### src/include/utd_pkg.sv
// Shared constants for the USB2 transmit drive configuration block
package utd_pkg;

  // ----------------------------------------------------------------
  // Register offsets
  // ----------------------------------------------------------------
  localparam logic [7:0] OFS_CTL1 = 8'h07; // De-emphasis level and duration
  localparam logic [7:0] OFS_CTL2 = 8'h08; // Slew rates and output swing

  // ----------------------------------------------------------------
  // Field positions
  // ----------------------------------------------------------------
  localparam int FS_EDGE_BIT = 6; // Full-speed edge select
  localparam int HS_SLEW_LSB = 4; // High-speed slew code, two bits
  localparam int SWING_LSB = 0; // High-speed swing code, three bits
  localparam int DUR_LSB = 4; // De-emphasis duration, two bits
  localparam int LVL_LSB = 0; // De-emphasis level, three bits

  // ----------------------------------------------------------------
  // Writable masks and reset values
  // ----------------------------------------------------------------
  localparam logic [7:0] CTL1_MASK = 8'h37; // Bits 7:6 and 3 are reserved
  localparam logic [7:0] CTL2_MASK = 8'h77; // Bits 7 and 3 are reserved
  localparam logic [7:0] CTL1_RST = 8'h00; // No de-emphasis
  localparam logic [7:0] CTL2_RST = 8'h62; // Fast FS edge, slew 10, 450 mV

  // ----------------------------------------------------------------
  // Field codes and serial bit counts
  // ----------------------------------------------------------------
  localparam logic [1:0] DUR_NONE = 2'h0; // Zero de-emphasis duration
  localparam logic [2:0] LVL_NONE = 3'h0; // 0 dB de-emphasis level
  localparam logic [3:0] BITS_PER_BYTE = 4'h8; // Serial bits per byte
  localparam logic [3:0] LAST_TX_BIT = 4'h7; // Count at last sent bit

endpackage : utd_pkg

### src/design/utd_tx_cfg.sv
// USB2 transmit drive configuration registers and de-emphasis pattern logic
`timescale 1ns/1ps

// How it works
// De-emphasis needs both a level and a duration set
// Repeated bits send at reduced swing
// Alternating bits send at full swing
// Transmit control register at offset 0x08
// Bit 6 picks FS edge time, resets 1
// Bits 5:4 pick HS slew, reset 10
// Bits 2:0 pick HS swing, reset 010
// Swing applies to terminated HS only
// Companion field sets de-emphasis level dB
// Two-bit field sets de-emphasis duration
// Reserved bits read zero, ignore writes
// Host avoids reserved and undocumented codes; the bench sets reserved bits on some writes
module utd_tx_cfg #(
  parameter logic [6:0] I2C_ADDR = 7'h2a // Bus address, arbitrary default
) (
  input wire logic clk_i,
  input wire logic srst_i,
  input wire logic scl_i,
  input wire logic sda_i,
  output logic sda_oen_o,
  input wire logic hs_active_i,
  input wire logic hs_bit_i,
  input wire logic hs_bit_valid_i,
  output logic fs_fast_edge_o,
  output logic [1:0] hs_slew_o,
  output logic [2:0] hs_swing_o,
  output logic [2:0] deemph_lvl_o,
  output logic [1:0] deemph_dur_o,
  output logic tx_full_o,
  output logic tx_reduce_o,
  output logic [2:0] tx_drop_db_o
);

  // ----------------------------------------------------------------
  // Storage
  // ----------------------------------------------------------------
  logic [7:0] ctl1_reg; // De-emphasis level and duration
  logic [7:0] ctl2_reg; // Slew and swing selections
  logic prev_bit_reg; // Last bit sent in this burst
  logic have_prev_reg; // A previous bit exists in this burst
  logic full_reg; // Current bit goes out at full swing
  logic reduce_reg; // Current bit is a repeat at reduced swing
  logic [2:0] drop_reg; // Swing reduction applied, in dB

  // ----------------------------------------------------------------
  // Register port
  // ----------------------------------------------------------------
  logic wr; // One-cycle write strobe
  logic [7:0] waddr; // Write offset
  logic [7:0] wdata; // Write data
  logic [7:0] ptr; // Current read offset
  logic [7:0] rdata; // Read data for current offset

  // Serial target turns bus cycles into strobes
  utd_i2c_tgt #(
    .ADDR(I2C_ADDR)
  ) u_tgt (
    .clk_i(clk_i),
    .srst_i(srst_i),
    .scl_i(scl_i),
    .sda_i(sda_i),
    .rdata_i(rdata),
    .sda_oen_o(sda_oen_o),
    .wr_o(wr),
    .waddr_o(waddr),
    .wdata_o(wdata),
    .ptr_o(ptr)
  );

  // ----------------------------------------------------------------
  // Decode and read selection
  // ----------------------------------------------------------------
  wire wr_ctl1 = wr && (waddr == utd_pkg::OFS_CTL1);
  wire wr_ctl2 = wr && (waddr == utd_pkg::OFS_CTL2);
  // Masks keep the reserved positions at zero in storage itself
  wire [7:0] ctl1_next = wr_ctl1 ? (wdata & utd_pkg::CTL1_MASK) : ctl1_reg;
  wire [7:0] ctl2_next = wr_ctl2 ? (wdata & utd_pkg::CTL2_MASK) : ctl2_reg;
  // Offsets outside the bank read as zero and ignore writes
  wire [7:0] rd_ctl1 = (ptr == utd_pkg::OFS_CTL1) ? ctl1_reg : 8'h00;
  wire [7:0] rd_ctl2 = (ptr == utd_pkg::OFS_CTL2) ? ctl2_reg : 8'h00;
  assign rdata = rd_ctl1 | rd_ctl2;

  // Configuration registers, cleared to documented values by reset
  always_ff @(posedge clk_i) begin
    if (srst_i) begin
      ctl1_reg <= utd_pkg::CTL1_RST;
      ctl2_reg <= utd_pkg::CTL2_RST;
    end else begin
      ctl1_reg <= ctl1_next;
      ctl2_reg <= ctl2_next;
    end
  end

  // ----------------------------------------------------------------
  // Field outputs
  // ----------------------------------------------------------------
  // Reserved codes pass through unchanged; the analog side must not rely
  // on them, so no clamping is spent here
  assign fs_fast_edge_o = ctl2_reg[utd_pkg::FS_EDGE_BIT];
  assign hs_slew_o = ctl2_reg[utd_pkg::HS_SLEW_LSB +: 2];
  assign hs_swing_o = ctl2_reg[utd_pkg::SWING_LSB +: 3];
  assign deemph_lvl_o = ctl1_reg[utd_pkg::LVL_LSB +: 3];
  assign deemph_dur_o = ctl1_reg[utd_pkg::DUR_LSB +: 2];

  // ----------------------------------------------------------------
  // De-emphasis pattern detection
  // ----------------------------------------------------------------
  // Both a level and a duration are needed before swing is cut
  wire deemph_on = (deemph_lvl_o != utd_pkg::LVL_NONE) &&
                   (deemph_dur_o != utd_pkg::DUR_NONE);
  // First bit of a burst has no history and counts as a transition
  wire bit_repeat = have_prev_reg && (hs_bit_i == prev_bit_reg);
  wire cut = bit_repeat && deemph_on;
  wire [2:0] drop_next = cut ? deemph_lvl_o : utd_pkg::LVL_NONE;

  // Per-bit drive decision; cleared whenever HS drive is off, since
  // the swing code only has meaning on a terminated HS link
  always_ff @(posedge clk_i) begin
    if (srst_i || !hs_active_i) begin
      prev_bit_reg <= 1'b0;
      have_prev_reg <= 1'b0;
      full_reg <= 1'b0;
      reduce_reg <= 1'b0;
      drop_reg <= 3'h0;
    end else if (hs_bit_valid_i) begin
      prev_bit_reg <= hs_bit_i;
      have_prev_reg <= 1'b1;
      full_reg <= ~cut;
      reduce_reg <= cut;
      drop_reg <= drop_next;
    end
  end

  assign tx_full_o = full_reg;
  assign tx_reduce_o = reduce_reg;
  assign tx_drop_db_o = drop_reg;

  // ----------------------------------------------------------------
  // Checks
  // ----------------------------------------------------------------
  // Reserved positions of the swing register stay zero on reads
  property p_rsvd_zero;
    @(posedge clk_i) disable iff (srst_i)
      (ptr == utd_pkg::OFS_CTL2) |-> (rdata[7] == 1'b0 && rdata[3] == 1'b0);
  endproperty
  a_rsvd_zero: assert property (p_rsvd_zero)
    else $error("reserved bit reads nonzero");

  // Write to the swing register lands on the next cycle
  property p_swing_wr;
    @(posedge clk_i) disable iff (srst_i)
      wr_ctl2 |=> (hs_swing_o == $past(wdata[2:0]) &&
                   hs_slew_o == $past(wdata[5:4]));
  endproperty
  a_swing_wr: assert property (p_swing_wr)
    else $error("swing register write lost");

  // Fast FS edge is selected after reset
  property p_fs_rst;
    @(posedge clk_i) (!srst_i && $past(srst_i)) |-> fs_fast_edge_o;
  endproperty
  a_fs_rst: assert property (p_fs_rst)
    else $error("fs edge reset value wrong");

  // HS slew resets to code 10
  property p_slew_rst;
    @(posedge clk_i) (!srst_i && $past(srst_i)) |-> (hs_slew_o == 2'h2);
  endproperty
  a_slew_rst: assert property (p_slew_rst)
    else $error("hs slew reset value wrong");

  // Swing resets to 450 mV code
  property p_swing_rst;
    @(posedge clk_i) (!srst_i && $past(srst_i)) |-> (hs_swing_o == 3'h2);
  endproperty
  a_swing_rst: assert property (p_swing_rst)
    else $error("swing reset value wrong");

  // A repeated bit with de-emphasis on is cut by the chosen level
  property p_repeat;
    @(posedge clk_i) disable iff (srst_i)
      (hs_active_i && hs_bit_valid_i && bit_repeat && deemph_on)
        ##1 hs_active_i |-> (tx_reduce_o && !tx_full_o &&
                             tx_drop_db_o == $past(deemph_lvl_o));
  endproperty
  a_repeat: assert property (p_repeat)
    else $error("repeated bit not reduced");

  // An alternating bit goes out at full swing
  property p_alt;
    @(posedge clk_i) disable iff (srst_i)
      (hs_active_i && hs_bit_valid_i && have_prev_reg && hs_bit_i != prev_bit_reg)
        ##1 hs_active_i |-> (tx_full_o && !tx_reduce_o && tx_drop_db_o == 3'h0);
  endproperty
  a_alt: assert property (p_alt)
    else $error("transition bit not at full swing");

  // No drive decision stands while HS drive is off
  property p_inactive;
    @(posedge clk_i) disable iff (srst_i)
      !hs_active_i |=> (!tx_reduce_o && !tx_full_o);
  endproperty
  a_inactive: assert property (p_inactive)
    else $error("drive decision outside hs");

  // Level and duration writes land together
  property p_lvl_wr;
    @(posedge clk_i) disable iff (srst_i)
      wr_ctl1 |=> (deemph_lvl_o == $past(wdata[2:0]));
  endproperty
  a_lvl_wr: assert property (p_lvl_wr)
    else $error("de-emphasis level write lost");

  property p_dur_wr;
    @(posedge clk_i) disable iff (srst_i)
      wr_ctl1 |=> (deemph_dur_o == $past(wdata[5:4]));
  endproperty
  a_dur_wr: assert property (p_dur_wr)
    else $error("de-emphasis duration write lost");

  // Zero duration never cuts swing
  property p_dur_none;
    @(posedge clk_i) disable iff (srst_i)
      (deemph_dur_o == 2'h0 && hs_bit_valid_i) |=> !tx_reduce_o;
  endproperty
  a_dur_none: assert property (p_dur_none)
    else $error("swing cut with zero duration");

endmodule : utd_tx_cfg

### src/design/utd_i2c_tgt.sv
// Serial two-wire target that turns bus transfers into register strobes
`timescale 1ns/1ps

module utd_i2c_tgt #(
  parameter logic [6:0] ADDR = 7'h2a // Bus address, arbitrary default
) (
  input wire logic clk_i,
  input wire logic srst_i,
  input wire logic scl_i,
  input wire logic sda_i,
  input wire logic [7:0] rdata_i,
  output logic sda_oen_o,
  output logic wr_o,
  output logic [7:0] waddr_o,
  output logic [7:0] wdata_o,
  output logic [7:0] ptr_o
);

  // ----------------------------------------------------------------
  // Types and state
  // ----------------------------------------------------------------
  typedef enum logic [2:0] {ST_IDLE, ST_RX, ST_ACK, ST_TX, ST_RACK} utd_st_t;
  typedef enum logic [1:0] {PH_ADDR, PH_PTR, PH_DATA} utd_ph_t;

  utd_st_t st_reg; // Transfer state
  utd_ph_t ph_reg; // Which byte of a write comes next
  logic [2:0] scl_s_reg; // Clock pin synchroniser chain
  logic [2:0] sda_s_reg; // Data pin synchroniser chain
  logic scl_reg; // Filtered clock level
  logic sda_reg; // Filtered data level
  logic [7:0] sh_reg; // Shift register, both directions
  logic [3:0] cnt_reg; // Bit counter
  logic rw_reg; // Read requested in address byte

  // ----------------------------------------------------------------
  // Pin filtering and bus events
  // ----------------------------------------------------------------
  // A level only counts once the second and third stages agree
  wire scl_next = (scl_s_reg[1] == scl_s_reg[2]) ? scl_s_reg[2] : scl_reg;
  wire sda_next = (sda_s_reg[1] == sda_s_reg[2]) ? sda_s_reg[2] : sda_reg;
  wire scl_rise = scl_next & ~scl_reg;
  wire scl_fall = ~scl_next & scl_reg;
  wire bus_start = scl_reg & scl_next & sda_reg & ~sda_next;
  wire bus_stop = scl_reg & scl_next & ~sda_reg & sda_next;
  wire addr_hit = (sh_reg[7:1] == ADDR);
  wire [7:0] ptr_inc = ptr_o + 8'h01;

  // Synchronisers and filtered levels
  always_ff @(posedge clk_i) begin
    if (srst_i) begin
      scl_s_reg <= 3'h7;
      sda_s_reg <= 3'h7;
      scl_reg <= 1'b1;
      sda_reg <= 1'b1;
    end else begin
      scl_s_reg <= {scl_s_reg[1:0], scl_i};
      sda_s_reg <= {sda_s_reg[1:0], sda_i};
      scl_reg <= scl_next;
      sda_reg <= sda_next;
    end
  end

  // ----------------------------------------------------------------
  // Transfer engine
  // ----------------------------------------------------------------
  // Data changes on falling clock, is sampled on rising clock
  always_ff @(posedge clk_i) begin
    if (srst_i) begin
      st_reg <= ST_IDLE;
      ph_reg <= PH_ADDR;
      sh_reg <= 8'h00;
      cnt_reg <= 4'h0;
      rw_reg <= 1'b0;
      sda_oen_o <= 1'b1;
      wr_o <= 1'b0;
      waddr_o <= 8'h00;
      wdata_o <= 8'h00;
      ptr_o <= 8'h00;
    end else begin
      wr_o <= 1'b0;
      if (bus_stop) begin
        st_reg <= ST_IDLE;
        sda_oen_o <= 1'b1;
      end else if (bus_start) begin
        st_reg <= ST_RX;
        ph_reg <= PH_ADDR;
        cnt_reg <= 4'h0;
        sda_oen_o <= 1'b1;
      end else begin
        unique case (st_reg)
          ST_IDLE: begin
            sda_oen_o <= 1'b1;
          end
          ST_RX: begin
            if (scl_rise) begin
              sh_reg <= {sh_reg[6:0], sda_next};
              cnt_reg <= cnt_reg + 4'h1;
            end else if (scl_fall && cnt_reg == utd_pkg::BITS_PER_BYTE) begin
              cnt_reg <= 4'h0;
              st_reg <= ST_ACK;
              sda_oen_o <= 1'b0;
              unique case (ph_reg)
                PH_ADDR: begin
                  rw_reg <= sh_reg[0];
                  // Foreign address: stay silent until the next start
                  if (!addr_hit) begin
                    st_reg <= ST_IDLE;
                    sda_oen_o <= 1'b1;
                  end
                end
                PH_PTR: begin
                  ptr_o <= sh_reg;
                end
                PH_DATA: begin
                  wr_o <= 1'b1;
                  waddr_o <= ptr_o;
                  wdata_o <= sh_reg;
                  ptr_o <= ptr_inc;
                end
                default: begin
                  st_reg <= ST_IDLE;
                end
              endcase
            end
          end
          ST_ACK: begin
            if (scl_fall) begin
              if (ph_reg == PH_ADDR && rw_reg) begin
                st_reg <= ST_TX;
                sh_reg <= rdata_i;
                sda_oen_o <= rdata_i[7];
              end else begin
                st_reg <= ST_RX;
                sda_oen_o <= 1'b1;
                ph_reg <= (ph_reg == PH_ADDR) ? PH_PTR : PH_DATA;
              end
            end
          end
          ST_TX: begin
            if (scl_fall) begin
              if (cnt_reg == utd_pkg::LAST_TX_BIT) begin
                st_reg <= ST_RACK;
                sda_oen_o <= 1'b1;
              end else begin
                sh_reg <= {sh_reg[6:0], 1'b0};
                sda_oen_o <= sh_reg[6];
                cnt_reg <= cnt_reg + 4'h1;
              end
            end
          end
          ST_RACK: begin
            // Controller answers: low asks for more, high ends the read
            if (scl_rise) begin
              if (sda_next) begin
                st_reg <= ST_IDLE;
              end else begin
                ptr_o <= ptr_inc;
              end
            end else if (scl_fall) begin
              st_reg <= ST_TX;
              sh_reg <= rdata_i;
              sda_oen_o <= rdata_i[7];
              cnt_reg <= 4'h0;
            end
          end
        endcase
      end
    end
  end

endmodule : utd_i2c_tgt

### config.mk
export PLATFORM = sky130hd
export DESIGN_NAME = utd_tx_cfg
export DESIGN_NICKNAME = d
export VERILOG_FILES = /design/src/include/utd_pkg.sv /design/src/design/utd_tx_cfg.sv /design/src/design/utd_i2c_tgt.sv
export SDC_FILE = /design/constraint.sdc
export NUM_CORES = 1
export LEC_CHECK = 0
export BUFFER_PORTS_ARGS = -buffer_cell sky130_fd_sc_hd__clkbuf_2
export CORE_UTILIZATION = 50
export CTS_CLUSTER_SIZE = 30
export DETAILED_ROUTE_END_ITERATION = 12
export PLACE_DENSITY = 0.65
export SYNTH_ARGS = -nofsm -noshare
export SYNTH_HDL_FRONTEND = slang
export SYNTH_SLANG_ARGS = --single-unit
### constraint.sdc
create_clock -name clk_i -period 3.9 [get_ports clk_i]
set_input_delay 0.195 -clock clk_i [delete_from_list [all_inputs] [get_ports clk_i]]
set_output_delay 0.195 -clock clk_i [all_outputs]
set_load 0.01 [all_outputs]
==> results.json <==
{
  "period_minus_slack_ps": 2700,
  "start_util": 0.516,
  "clockRootBuffer": "clkbuf_8",
  "crit_fanout": 16,
  "clkSlewWorstSetupHoldPaths_ps": 70,
  "slew_headroom": 0.445,
  "syn2layout_area_growth_pct": 8.43,
  "dpl_worst_slack_ps": 1270,
  "drtIter0Drc": 185,
  "post-route-period-util": 0.691,
  "cts_setup_buffers": 0,
  "async_flop_share": 0,
  "postRouteWirelength_mm": 7.62,
  "hold_path_depth": 2,
  "synthTopCellsByArea": "dfxtp_1, mux2i_1, nor2_1",
  "run_status": "complete, no violations",
  "wl_per_cell_microns": 15.9,
  "setup.worst_path.class": "reg -> reg",
  "yosysWarnings": 0,
  "ys_ff_latch": 68,
  "final_cell_mix": "dfxtp_1, nor2_1, mux2i_1, clkbuf_2, nand2_1",
  "cts_hold_buf": 0,
  "layout.cells.non_filler": 478,
  "ir_worst_vdd_uv": 221,
  "worstReg2RegStart": "u_tgt.scl_reg$_SDFF_PP1_",
  "cts_resized": 0,
  "cap_violations": 0,
  "antenna_cells": 0,
  "grt-ovfl-total": 0,
  "grt_pass1_vias": 2643,
  "r2r_end": "u_tgt.ptr_o[0]$_SDFFE_PP0P_",
  "die_h_microns": 85.5,
  "multi_input_area_sq_mm": 0.00198,
  "synthFlopType": "dfxtp_1",
  "critPathCaptureType": "register",
  "cp_data_arrival_time_ps": 2950,
  "std_cell_rows": 30,
  "viasPerCell": 5.94,
  "cts_max_path_buffers": 2,
  "fin_setup_tns_ps": 0,
  "drtPass1Iterations": 4,
  "crit_start": "u_tgt.scl_reg$_SDFF_PP1_",
  "fin_ws_ps": 1200,
  "hold_class": "in -> reg",
  "port-buffer-count": 23,
  "finClkSkew_ps": 6.44,
  "cts_buffers": 9,
  "rrSetupSlack_ps": 1200,
  "grt_setup_unrepaired": "false",
  "grt_pass1_wl_mm": 13.0,
  "antenna_found_initial": 0,
  "p_leak_uw": 0.00145,
  "die-area_sq_mm": 0.00731,
  "layout-drive-gt1-share": 0.158,
  "synth.distinct_cells": 67,
  "powerDensity_mw_per_mm2": 338,
  "power_uw": 1280,
  "vias": 2838,
  "syn_nets": 401,
  "dp.cells": 464,
  "synth_top_cell_by_area": "dfxtp_1",
  "finalMaxSlewViolations": 0,
  "fin_nets": 412,
  "grt_max_degree": 43,
  "drc_errors": 0,
  "setup.worst_path.end": "u_tgt.ptr_o[0]$_SDFFE_PP0P_",
  "yosysSeqAreaShare": 0.390,
  "tightest_slew_ps": 832,
  "nFillCells": 620,
  "track_usage": 0.226,
  "synth_top_area_share": 0.390,
  "rr_worst_depth": 8,
  "max_freq_mhz": 371,
  "clock_latency_ps": 340,
  "final_common_cell": "dfxtp_1",
  "hpwl_mm": 5.29,
  "avgSynthCellArea_sq_um": 9.08,
  "place_congestion": 0.913,
  "setup_viol": 0,
  "seqCellArea_sq_mm": 0.00136,
  "coreArea_sq_mm": 0.00676,
  "htree_num_levels": 3,
  "synth_edf_count": 0,
  "die_w_microns": 85.5,
  "antenna_left": 0,
  "finalHoldViolCount": 0,
  "synthCells": 384,
  "worst_ep_required_time_ps": 4150,
  "ios": 24,
  "cts.sinks": 68,
  "syn_area_sq_mm": 0.00349,
  "crit_path_start_kind": "register",
  "cts_tree": "done"
}
[worst min path at each step]
| stage | from | to | slack [ps] |
|---|---|---|---|
| after floorplan | scl_i | u_tgt.scl_s_reg[0]$_SDFF_PP1_ | 300 |
| after global placement | sda_i | u_tgt.sda_s_reg[0]$_SDFF_PP1_ | 380 |
| after detailed placement | scl_i | u_tgt.scl_s_reg[0]$_SDFF_PP1_ | 380 |
| after CTS | scl_i | u_tgt.scl_s_reg[0]$_SDFF_PP1_ | 10 |
| after global routing | sda_i | u_tgt.sda_s_reg[0]$_SDFF_PP1_ | 20 |
| final | scl_i | u_tgt.scl_s_reg[0]$_SDFF_PP1_ | 30 |
[logic make-up after synthesis]
group	share of synthesized area
compound gates	0.157
fa+ha+maj	0.0416
buf+inv	0.0423
flops	0.390
simple gates	0.277
mux	0.0890
xor+xnor	0.00251
[worst max-delay path: stages, from the launching register on]
cell and delay, ps:
dfxtp_1 340, maj3_1 410, inv_1 80, ha_1 330, nand4b_1 270, nor4b_2 360
o21ai_2 260, or3_1 400, a31oi_1 160
[synthesized netlist by cell type (all sizes together) (6+ instances only)]
master	instances
mux2i	31
nand2b	9
nand4b	6
a211oi	7
ha	10
o21ai	15
nor2	54
nor2b	11
nor3	6
inv	10
nand2	16
a21oi	14
buf	8
or2	9
clkbuf	16
nand3	7
nor4	10
dfxtp	68
[per-stage QoR]
step	hold slack, ps	cell area (sq um)	util
final	28.6	3780	0.560
after detailed placement	382	3600	0.533
after floorplan	299	3490	-
after CTS	10.4	3780	0.559
after global routing	20.7	3780	0.560
after global placement	378	3600	0.533
[layout make-up]
type,instances,share of cell area
Multi-Input combinational cell,282,0.524
Sequential cell,68,0.360
Clock buffer,9,0.0327
Timing Repair Buffer,24,0.0324
Tap cell,80,0.0265
Clock inverter,5,0.0146
Inverter,10,0.00992
[report_power, final]
group | switching [uW] | total [uW] | internal [uW]
Clock | 260 | 545 | 286
Sequential | 3.50 | 702 | 699
Combinational | 20.2 | 32.0 | 11.7
Total | 283 | 1280 | 996
[routing by layer]
layer	part of all wire	up-vias	track usage	routed length [microns]
met1	0.48	1336	0.299	3650
met5	0	-	0	0
met2	0.47	62	0.354	3550
met4	0.023	0	0.103	174
met3	0.032	17	0.0481	247
li1	-	1423	-	-
Power figures use the tool's default switching activity.
